--- src/logic/hvac_seq_defs.svh ---
`ifndef HVAC_SEQ_DEFS_SVH
`define HVAC_SEQ_DEFS_SVH

// timing: seconds as printed, cycles derived from the 250 MHz clock
`define CLK_HZ            64'd250000000
`define CALL_DELAY_S      64'd5
`define STAGGER_DELAY_S   64'd5
`define PURGE_DEFAULT_S   8'h5A
`define CALL_DELAY_CYC    (`CALL_DELAY_S * `CLK_HZ)
`define STAGGER_CYC       (`STAGGER_DELAY_S * `CLK_HZ)
`define CYC_PER_SEC       (`CLK_HZ)

// liquid-line thresholds, degrees F
`define LL_STOP_F         8'h50
`define LL_TARGET_F       8'h5A
`define LL_MAX_F          8'h73

// speed defaults, percent of maximum
`define AUX_SPEED_RST     7'h64
`define DEHUM_SPEED_RST   7'h50
`define STAGE_SPEED_RST   7'h64
`define FAN_MAX_RST       7'h64

// call vector bit positions
`define CALL_FAN          0
`define CALL_COOL1        1
`define CALL_COOL2        2
`define CALL_AUX          3
`define CALL_DEHUM        4
`define CALL_VALVE        5
`define CALL_N            6

`endif

--- src/logic/hvac_seq_pkg.sv ---
package hvac_seq_pkg;
  typedef enum logic [1:0] {
    comp_single_stage,
    comp_one_staged,
    comp_two_fixed
  } comp_kind_t;

  typedef struct packed {
    logic       heat_pump_type;
    comp_kind_t comp_kind;
    logic       fixed_speed_outdoor_motor;
    logic [6:0] cool_one_speed;
    logic [6:0] cool_two_speed;
    logic [6:0] aux_heat_speed;
    logic [6:0] dehum_speed;
    logic [6:0] fan_max_speed;
    logic [7:0] purge_seconds;
  } config_t;

  typedef struct packed {
    logic       compressor_a_output;
    logic       compressor_b_output;
    logic       valve_reverse_output;
    logic       outdoor_fan_relay_output;
    logic       heater_output;
    logic       blower_on;
    logic [6:0] blower_speed;
    logic [6:0] outdoor_fan_speed;
  } drive_t;
endpackage

--- src/logic/hvac_request_sequencer.sv ---
// Operation
// - a call counts only after 5 s of continuous assertion
// - compressor outputs start 5 s apart to limit inrush
// - discrete input and serial-link request are the same call
// - lone fan call runs blower at stage-two speed
// - cooling, aux heat, dehumidify each run blower at own speed
// - speed priority: cool two, cool one, aux, dehumidify, fan last
// - every operating call also runs the blower
// - cooling speeds come from settings four and five
// - air conditioner never runs compressor with heater
// - heat pump may run compressor and heater together
// - setting one picks air conditioner or heat pump sequence
// - one staged compressor: cool one partial, both calls full
// - two fixed compressors: lone call drives matching output
// - heat-pump cooling with valve call energises reversing valve while the first compressor is wanted
// - modulating fan stops below 80F, scales 80F to 115F
// - above 115F outdoor fan runs at setting-eight maximum
// - fixed-speed motor relay on at 400 PSIG, off at 290
// - stage-two call adds second compressor and stage-two speed
// - operating call end drops compressors and fan, blower purges
// - single-stage compressor gives full capacity on cool one
// - second compressor output never stands without the first, except with two fixed compressors
// - staging only while no active fault
// - aux heat speed defaults to 100 percent
// - dehumidify speed defaults to 80 percent
`include "hvac_seq_defs.svh"

module hvac_request_sequencer
  import hvac_seq_pkg::*;
#(
  parameter longint unsigned CALL_DELAY = `CALL_DELAY_CYC,
  parameter longint unsigned STAGGER    = `STAGGER_CYC,
  parameter longint unsigned SEC_CYC    = `CYC_PER_SEC
) (
  input  wire logic       core_clk,
  input  wire logic       reset_n,
  input  wire logic       fan_only_pin,
  input  wire logic       cool_stage_one_pin,
  input  wire logic       cool_stage_two_pin,
  input  wire logic       aux_heat_pin,
  input  wire logic       dehumidify_pin,
  input  wire logic       valve_pin,
  input  wire logic [5:0] link_requests,
  input  wire logic       link_valid,
  input  wire logic       heat_pump_type,
  input  wire logic [1:0] comp_kind_sel,
  input  wire logic       fixed_speed_outdoor_motor,
  input  wire logic [6:0] cool_one_speed,
  input  wire logic [6:0] cool_two_speed,
  input  wire logic [6:0] aux_heat_speed,
  input  wire logic [6:0] dehum_speed,
  input  wire logic [6:0] fan_max_speed,
  input  wire logic [7:0] purge_seconds,
  input  wire logic       fault_active,
  input  wire logic       fan_pressure_switch,
  input  wire logic [7:0] liquid_line_sensor_input,
  output logic            compressor_a_output,
  output logic            compressor_b_output,
  output logic            valve_reverse_output,
  output logic            outdoor_fan_relay_output,
  output logic            heater_output,
  output logic            blower_on,
  output logic [6:0]      blower_speed,
  output logic [6:0]      outdoor_fan_speed,
  output logic [5:0]      valid_calls
);

  // ------------------------------------------------------------------
  // timing limits
  // ------------------------------------------------------------------
  // 40 bits hold five seconds of cycles at the full clock rate
  localparam int unsigned CW = 40;
  localparam logic [CW-1:0] CALL_LIM = CW'(CALL_DELAY);
  localparam logic [CW-1:0] STAG_LIM = CW'(STAGGER);
  localparam logic [CW-1:0] SEC_LIM  = CW'(SEC_CYC);

  // ------------------------------------------------------------------
  // state
  // ------------------------------------------------------------------
  typedef struct packed {
    // call synchronisers and link latch
    logic [`CALL_N-1:0]          sync1;
    logic [`CALL_N-1:0]          sync2;
    logic [`CALL_N-1:0]          link_hold;
    // per-call time-on filter
    logic [`CALL_N-1:0][CW-1:0]  dly;
    logic [`CALL_N-1:0]          valid;
    // compressor stagger
    logic [CW-1:0]               stag_cnt;
    logic                        stag_done;
    // purge timing
    logic [CW-1:0]               sec_cnt;
    logic [7:0]                  purge_left;
    logic [6:0]                  purge_speed;
    // switch, sensor and fault synchronisers
    logic [1:0]                  psw_sync;
    logic [7:0]                  ll_s1;
    logic [7:0]                  ll_s2;
    logic [1:0]                  flt_sync;
    // sampled settings and registered drive
    config_t                     cfg;
    drive_t                      drv;
  } state_t;

  state_t q, d;

  // link bits stay latched until the next strobe rewrites them
  // raw call vector: pins synchronised, link requests held
  logic [`CALL_N-1:0] pin_vec;
  logic [`CALL_N-1:0] raw_call;
  assign pin_vec = {valve_pin, dehumidify_pin, aux_heat_pin,
                    cool_stage_two_pin, cool_stage_one_pin, fan_only_pin};
  assign raw_call = q.sync2 | q.link_hold;

  // ------------------------------------------------------------------
  // next state
  // ------------------------------------------------------------------
  always_comb begin
    logic       want_a;
    logic       want_b;
    logic       any_cool;
    logic       any_op;
    logic [6:0] spd;
    logic [7:0] ll;
    logic [13:0] prod;
    // defaults keep every path assigned
    d = q;
    want_a = 1'b0;
    want_b = 1'b0;
    any_cool = 1'b0;
    any_op = 1'b0;
    spd = 7'h00;
    ll = q.ll_s2;
    prod = 14'h0000;

    // two flops on every pin, switch, sensor and fault input
    d.sync1 = pin_vec;
    d.sync2 = q.sync1;
    d.psw_sync = {q.psw_sync[0], fan_pressure_switch};
    d.flt_sync = {q.flt_sync[0], fault_active};
    d.ll_s1 = liquid_line_sensor_input;
    d.ll_s2 = q.ll_s1;
    // link calls come from same-clock logic and skip the flops
    if (link_valid) begin
      d.link_hold = link_requests;
    end

    // configuration sampled each cycle
    // reset defaults stand only until the first edge after release
    d.cfg.heat_pump_type = heat_pump_type;
    d.cfg.comp_kind = comp_kind_t'(comp_kind_sel);
    d.cfg.fixed_speed_outdoor_motor = fixed_speed_outdoor_motor;
    d.cfg.cool_one_speed = cool_one_speed;
    d.cfg.cool_two_speed = cool_two_speed;
    d.cfg.aux_heat_speed = aux_heat_speed;
    d.cfg.dehum_speed = dehum_speed;
    d.cfg.fan_max_speed = fan_max_speed;
    d.cfg.purge_seconds = purge_seconds;

    // time-on filter per call; a drop restarts the count
    // the count saturates, so a held call keeps its valid bit high
    // pin calls arrive two cycles late through their flops
    for (int i = 0; i < `CALL_N; i++) begin
      if (!raw_call[i]) begin
        d.dly[i] = '0;
        d.valid[i] = 1'b0;
      end else if (q.dly[i] >= CALL_LIM - CW'(1)) begin
        d.valid[i] = 1'b1;
      end else begin
        d.dly[i] = q.dly[i] + CW'(1);
      end
    end

    any_cool = q.valid[`CALL_COOL1] | q.valid[`CALL_COOL2];
    any_op = any_cool | q.valid[`CALL_AUX] | q.valid[`CALL_DEHUM];

    // ------------------------------------------------------------
    // compressors
    // ------------------------------------------------------------
    // compressor demand by compressor arrangement
    case (q.cfg.comp_kind)
      comp_single_stage: begin
        want_a = any_cool;
      end
      comp_one_staged: begin
        want_a = any_cool;
        want_b = q.valid[`CALL_COOL1] & q.valid[`CALL_COOL2];
      end
      comp_two_fixed: begin
        want_a = q.valid[`CALL_COOL1];
        want_b = q.valid[`CALL_COOL2];
      end
      default: begin
        // no compressor fitted: nothing starts
        want_a = 1'b0;
      end
    endcase
    if (q.cfg.comp_kind != comp_two_fixed) begin
      want_b = want_b & want_a;
    end
    // air conditioner: cooling beats heat, never both
    // heat pump lets heat and compressor share the call
    if (!q.cfg.heat_pump_type && any_cool) begin
      d.drv.heater_output = 1'b0;
    end else begin
      d.drv.heater_output = q.valid[`CALL_AUX];
    end
    // a fault drops compressors and heater, so valve and outdoor fan follow; blower and filters keep running
    if (q.flt_sync[1]) begin
      want_a = 1'b0;
      want_b = 1'b0;
      d.drv.heater_output = 1'b0;
    end

    // stagger: the second start waits one delay after the first
    if (!(want_a && want_b)) begin
      d.stag_cnt = '0;
      d.stag_done = 1'b0;
    end else if (q.drv.compressor_a_output && !q.stag_done) begin
      if (q.stag_cnt >= STAG_LIM - CW'(1)) begin
        d.stag_done = 1'b1;
      end else begin
        d.stag_cnt = q.stag_cnt + CW'(1);
      end
    end
    d.drv.compressor_a_output = want_a;
    // b reads the next done value: a registered done would stretch the
    // gap to one cycle past the stagger limit
    if (q.cfg.comp_kind == comp_two_fixed && !want_a) begin
      d.drv.compressor_b_output = want_b;
    end else begin
      d.drv.compressor_b_output = want_b & d.stag_done;
    end
    d.drv.valve_reverse_output = q.cfg.heat_pump_type & want_a
                                 & q.valid[`CALL_VALVE];

    // ------------------------------------------------------------
    // indoor blower
    // ------------------------------------------------------------
    // blower speed by priority
    // fan-only falls through to the last branch, below every call
    if (q.valid[`CALL_COOL2]) begin
      spd = q.cfg.cool_two_speed;
    end else if (q.valid[`CALL_COOL1]) begin
      spd = q.cfg.cool_one_speed;
    end else if (q.valid[`CALL_AUX]) begin
      spd = q.cfg.aux_heat_speed;
    end else if (q.valid[`CALL_DEHUM]) begin
      spd = q.cfg.dehum_speed;
    end else begin
      spd = q.cfg.cool_two_speed;
    end

    // purge: blower outlives the call by the set seconds
    // whole seconds of one shared counter, so the purge may run up to
    // one second short; one counter was worth that
    if (q.sec_cnt >= SEC_LIM - CW'(1)) begin
      d.sec_cnt = '0;
    end else begin
      d.sec_cnt = q.sec_cnt + CW'(1);
    end
    if (any_op) begin
      d.purge_left = q.cfg.purge_seconds;
      d.purge_speed = spd;
    end else if (q.purge_left != 8'h00 && q.sec_cnt == '0) begin
      d.purge_left = q.purge_left - 8'h01;
    end

    // blower: any call except valve, then the purge, else off
    // fan-only keeps its speed but never starts a purge
    if (any_op || q.valid[`CALL_FAN]) begin
      d.drv.blower_on = 1'b1;
      d.drv.blower_speed = spd;
    end else if (q.purge_left != 8'h00) begin
      d.drv.blower_on = 1'b1;
      d.drv.blower_speed = q.purge_speed;
    end else begin
      d.drv.blower_on = 1'b0;
      d.drv.blower_speed = 7'h00;
    end

    // ------------------------------------------------------------
    // outdoor fan
    // ------------------------------------------------------------
    // outdoor fan: relay for fixed motor, speed for modulating
    // runs only with the first compressor; a lone b has no fan
    d.drv.outdoor_fan_relay_output = 1'b0;
    d.drv.outdoor_fan_speed = 7'h00;
    if (want_a) begin
      if (q.cfg.fixed_speed_outdoor_motor) begin
        // switch hysteresis (400 close, 290 open) lives in the switch
        d.drv.outdoor_fan_relay_output = q.psw_sync[1];
      end else if (ll > `LL_MAX_F) begin
        d.drv.outdoor_fan_speed = q.cfg.fan_max_speed;
      end else if (ll >= `LL_STOP_F) begin
        // linear ramp; crosses mid-range near 97.5F, above the 90F target
        prod = 14'(ll - `LL_STOP_F) * 14'(q.cfg.fan_max_speed);
        d.drv.outdoor_fan_speed =
          7'(prod / 14'(`LL_MAX_F - `LL_STOP_F));
      end
    end
  end

  // ------------------------------------------------------------------
  // registers
  // ------------------------------------------------------------------
  // async reset loads defaults, constants only
  always_ff @(posedge core_clk or negedge reset_n) begin
    if (!reset_n) begin
      q <= '0;
      q.cfg.aux_heat_speed <= `AUX_SPEED_RST;
      q.cfg.dehum_speed <= `DEHUM_SPEED_RST;
      q.cfg.cool_one_speed <= `STAGE_SPEED_RST;
      q.cfg.cool_two_speed <= `STAGE_SPEED_RST;
      q.cfg.fan_max_speed <= `FAN_MAX_RST;
      q.cfg.purge_seconds <= `PURGE_DEFAULT_S;
    end else begin
      q <= d;
    end
  end

  // ------------------------------------------------------------------
  // outputs
  // ------------------------------------------------------------------
  // every output comes straight from the state register
  assign compressor_a_output = q.drv.compressor_a_output;
  assign compressor_b_output = q.drv.compressor_b_output;
  assign valve_reverse_output = q.drv.valve_reverse_output;
  assign outdoor_fan_relay_output = q.drv.outdoor_fan_relay_output;
  assign heater_output = q.drv.heater_output;
  assign blower_on = q.drv.blower_on;
  assign blower_speed = q.drv.blower_speed;
  assign outdoor_fan_speed = q.drv.outdoor_fan_speed;
  assign valid_calls = q.valid;

endmodule // hvac_request_sequencer

--- config.mk ---
export PLATFORM = sky130hd
export DESIGN_NAME = hvac_request_sequencer
export DESIGN_NICKNAME = d
export VERILOG_FILES = /design/src/logic/hvac_seq_pkg.sv /design/src/logic/hvac_request_sequencer.sv
export VERILOG_INCLUDE_DIRS = /design/src /design/src/logic
export SDC_FILE = /design/constraint.sdc
export NUM_CORES = 1
export LEC_CHECK = 0
export ABC_AREA = 1
export BUFFER_PORTS_ARGS = -buffer_cell sky130_fd_sc_hd__buf_4
export CAP_MARGIN = 25
export CORE_ASPECT_RATIO = 0.7
export CORE_MARGIN = 2
export CORE_UTILIZATION = 50
export DETAILED_ROUTE_END_ITERATION = 8
export MAX_ROUTING_LAYER = met4
export PLACE_DENSITY = 0.67
export SYNTH_ARGS = -nofsm -noshare
export SYNTH_HDL_FRONTEND = slang
export SYNTH_SLANG_ARGS = --single-unit
--- constraint.sdc ---
create_clock -name core_clk -period 15.8 [get_ports core_clk]
set_input_delay 1.58 -clock core_clk [delete_from_list [all_inputs] [get_ports core_clk]]
set_output_delay 1.58 -clock core_clk [all_outputs]
set_load 0.02 [all_outputs]
==> After elaboration in Yosys (flattened, before gate mapping) <==
Index checks and enable logic that the tools add are counted.
{ "totals": {"ff_bits": 447, "input_bits": 72, "out_inout_bits": 26, "elab_cells": 155} }
{ "op_classes": {"add_sub_neg": 10, "multipliers": 1, "div_mod_pow": 1, "n_lt_le_gt_ge": 10, "eq_ne": 17, "muxes": 51, "n_bitwise": 9, "n_reduce_logical": 15} }
{ "op_table": {"columns": ["cell", "count"], "rows": [
  ["$mux 40", 14],
  ["$add 40x1->40 const B", 8],
  ["$ge 40x31->1 const B", 7],
  ["$mux 41", 2],
  ["$mux 7", 8],
  ["$ge 40x28->1 const B", 1],
  ["$logic_not 40->1", 1],
  ["$mux 8", 4],
  ["$mux 1", 21],
  ["$ne 2x2->1 const B", 8],
  ["$div 14x6->14 const B", 1],
  ["$mul 9x8->14", 1],
  ["$ne 2x1->1 const B", 7],
  ["$sub 8x7->9 const B", 1],
  ["$ge 8x7->1 const B", 1],
  ["$gt 8x7->1 const B", 1],
  ["$reduce_bool 8->1", 1],
  ["$sub 8x1->8 const B", 1],
  ["$or 6x6->6", 1],
  ["$and 1x1->1", 5],
  ["$logic_and 1x1->1", 5],
  ["$pmux 1 s2", 2],
  ["$logic_not 1->1", 3],
  ["$or 1x1->1", 3],
  ["other kinds (7)", 7]
]} }

==> Logic depth before layout (Yosys ltp) <==
{ "logic_depth": {"depth_word": 10, "depth_mapped": 77, "mapped_depth_nobuf": 77} }

==> Least setup slack after synthesis <==
OpenSTA, ideal clock, no wires.
{ "synth_timing": {"path_type": "flip-flop to flip-flop", "start": "reg q[73] (netlist bit)", "end": "reg q, in the netlist outdoor_fan_speed[0]", "setup_time_ns": 0.130, "t_arrival_ns": 8.599, "t_required_ns": 15.670, "path_slack_ns": 7.071, "stages_incl_launch_ff": 66, "path_buffers": 0, "period_less_slack_ns": 8.729, "cell_sequence": "dfrtp_1 inv_2 ha_1 or2_2 fa_1 inv_1 fa_1 fa_1 inv_1 fa_1 inv_1 ha_1 a21oi_1 nor2_1 nor2_1 nand3_1 nand2_1 inv_1 [30 not listed] nand3_4 nand2_2 nand2_4 nand2_4 nand2_2 nand2_1 inv_1 ha_1 a21oi_1 nand2_1 nor2_1 nand3_1 nand2_1 nand2_1 nand3_1 nand2_1 nand2_1 a21oi_1"} }
{ "synth_rtl": {"columns": ["item", "line", "rtl"], "rows": [
  ["start: declaration", "hvac_request_sequencer.sv:105", "state_t q, d;"]
]} }

==> reports/qor.yml <==
synthesis:
  synthArstFlopShare_pct: 100
  syn_area_sq_mm: 0.0242
  avgSynthCellArea_sq_um: 8.09
  synth_cell_type_count: 69
  synth_top_area_cell: "dfrtp_1"
  syn_inst: 2989
  ys_seq_elements: 447
  synth.top_cell.area_share_pct: 44.4
  synth_edf_count: 0
  seq_area_frac_synth_pct: 46.3
  synth_area_leaders: "dfrtp_1 44%, nand2_1 8.3%, inv_1 8.0%"
  synth-main-ff-cell: "dfrtp_1"
  yosysWarnings: 0
clock_network:
  cts_tree: "done"
  cts.repair.resized: 0
  cts-htree-levels: 2
  cts.sinks: 447
  cts_setup_buffers: 0
  clockRootBuffer: "clkbuf_16"
  clockBufferDepth: 3
  hold_buffers: 0
  clk_latency_ps: 560
  cts_made_buffers: 44
  path_clk_slew_ps: 70
worst_setup_path:
  required_ps: 16230
  worstSetupStartpointType: "register"
  critical_path.max_stage_delay_ps: 550
  crit_top_cell: "nand2_1"
  critPathSlowestCell: "fa_1"
  critPathKind: "reg2reg"
  worstPathArrival_ps: 10270
  crit_fanout: 9
  endpoint_kind: "register"
route:
  drc: 0
  firstDrtPassIters: 6
  first_iter_violations: 1570
  drt-vias-per-instance: 5.28
  post_drt_wl_per_cell_microns: 14.5
  num_vias: 19800
  drtAntennaViolNets: 0
  wl_microns: 54500
cells_and_area:
  final_common_cell: "nand2_1"
  drive_gt1_share_pct: 10.5
  area_growth_pct: 12.2
  final-seq-area_sq_mm: 0.0112
  layout_common_cells: "538 x nand2_1, 517 x inv_1, 429 x dfrtp_1, 351 x nor2_1"
  multi_input_area_sq_mm: 0.0107
  fin_area_sq_mm: 0.0271
  nets: 3260
  fillers: 4357
sta:
  fin_tns_setup_ps: 0
  post-route-min-period_ps: 9840
  max_freq_ghz: 0.102
  rsz0062_at_grt: "no"
  worst_clock_skew_ps: 15.9
  hold_viol_final: 0
  hold-worst-slack_ps: 346
  setup_viol: 0
  relSlewSlack_pct: 40.4
  worst_pin_slew_ps: 894
  drv_slew: 0
  min_period_over_period_pct: 62.3
floorplan:
  die-area_sq_mm: 0.0502
  io_pins: 98
  initial_utilization_pct: 50.6
  core_area_sq_mm: 0.0478
  die_y_microns: 188
  rows: 67
  die_w_microns: 267
placed_design:
  placed_cell_area_sq_mm: 0.0256
  gp_congestion: 0.943
  dp.final_hpwl_microns: 40300
  portBuffers: 97
grt:
  grt_pass1_wl_microns: 93100
  grt_overflow_total: 0
  grt_max_degree: 105
  track_usage_pct: 23.0
  grt_pass1_vias: 18900
  antenna_found_initial: 3
run:
  drv_cap: 0
min_path:
  hp-class: "reg2reg"
outcome:
  status: "complete, no violations"
[flip-flops by register name (all words and copies together) (netlist names)]
name	cells
outdoor_fan_relay_output	1
blower_speed	7
compressor_b_output	1
heater_output	1
outdoor_fan_speed	7
q	405
valid_calls	6
valve_reverse_output	1
d	16
blower_on	1
compressor_a_output	1
[stage by stage]
stage	utilization (%)	setup slack (ps)	instances
after detailed placement	53.5	6080	3673
final	56.8	5960	3757
after global placement	53.5	6450	3673
after CTS	56.7	6030	3754
after floorplan	-	7070	3000
after global routing	56.8	5080	3757
[worst max-delay path, delay by kind of cell (launching register included)]
| kind | cells | cell delay, ps |
|---|---|---|
| AND/OR/NAND/NOR | 49 | 4860 |
| adder cells (fa/ha/maj) | 7 | 2690 |
| AO/OA/AOI/OAI | 5 | 950 |
| buffers and inverters | 9 | 680 |
| flip-flops | 1 | 470 |
[logic make-up after synthesis]
family | after synthesis | share of synthesized area, %
muxes | 9 | 0.419
DFF | 447 | 46.3
and+or+nand+nor | 1387 | 26.4
adders and majority gates | 89 | 5.91
AOI/OAI and AO/OA | 435 | 10.5
other | 1 | 0.0155
buffers and inverters | 601 | 9.67
xor gates and xnor gates | 20 | 0.724
[routing by layer]
layer  up-vias  track usage [%]  share of wire (%)
met2       490             32.3                 42
met5         -                -                  0
met4         0             4.60                1.7
met1      9352             34.4                 50
li1       9924                -                  -
met3        66             4.85                6.8
[final timing paths]
kind | from | to | slack, ps | cells after the start
max | q[73]$_DFF_PN0_ | outdoor_fan_speed[0]$_DFF_PN0_ | 5960 | 70
min | d[438]$_DFF_PN0_ | q[438]$_DFF_PN0_ | 350 | 0
max reg2reg | q[73]$_DFF_PN0_ | outdoor_fan_speed[0]$_DFF_PN0_ | 5960 | 70
min reg2reg | d[438]$_DFF_PN0_ | q[438]$_DFF_PN0_ | 350 | 0
max in group asynchronous | reset_n | q[276]$_DFFE_PN0P_ | 12540 | 3
min in group asynchronous | reset_n | q[121]$_DFF_PN0_ | 1100 | 1
[cell type report]
| class | instances | share of cell area (%) |
|---|---|---|
| inverter | 540 | 7.47 |
| antenna | 2 | 0.0184 |
| sequential | 447 | 41.3 |
| multi-input combinational | 1952 | 39.4 |
| clock inverter | 22 | 1.13 |
| tap | 621 | 2.86 |
| timing repair buffer | 114 | 3.25 |
| clock buffer | 59 | 4.60 |
[cell usage after synthesis, drive strengths merged (3+ instances only)]
library cell,n
o41ai,4
or4,3
clkinv,5
o21bai,4
mux2,9
dfstp,18
ha,47
nor3b,9
a2bb2oi,3
a22o,3
o221a,8
o22ai,4
xnor2,9
and3,5
nand2,586
nand3,174
xor2,11
nand3b,6
o21a,7
o211ai,9
nor2,360
a21oi,158
clkbuf,38
o311ai,4
a211oi,20
nor3,110
nor4,59
inv,535
dfrtp,429
a221oi,7
nand4,66
or2,7
fa,42
a31oi,21
o21ai,160
buf,23
Power is not shown: default switching activity piles up to over one toggle a cycle in this logic, so the estimate is an artifact.
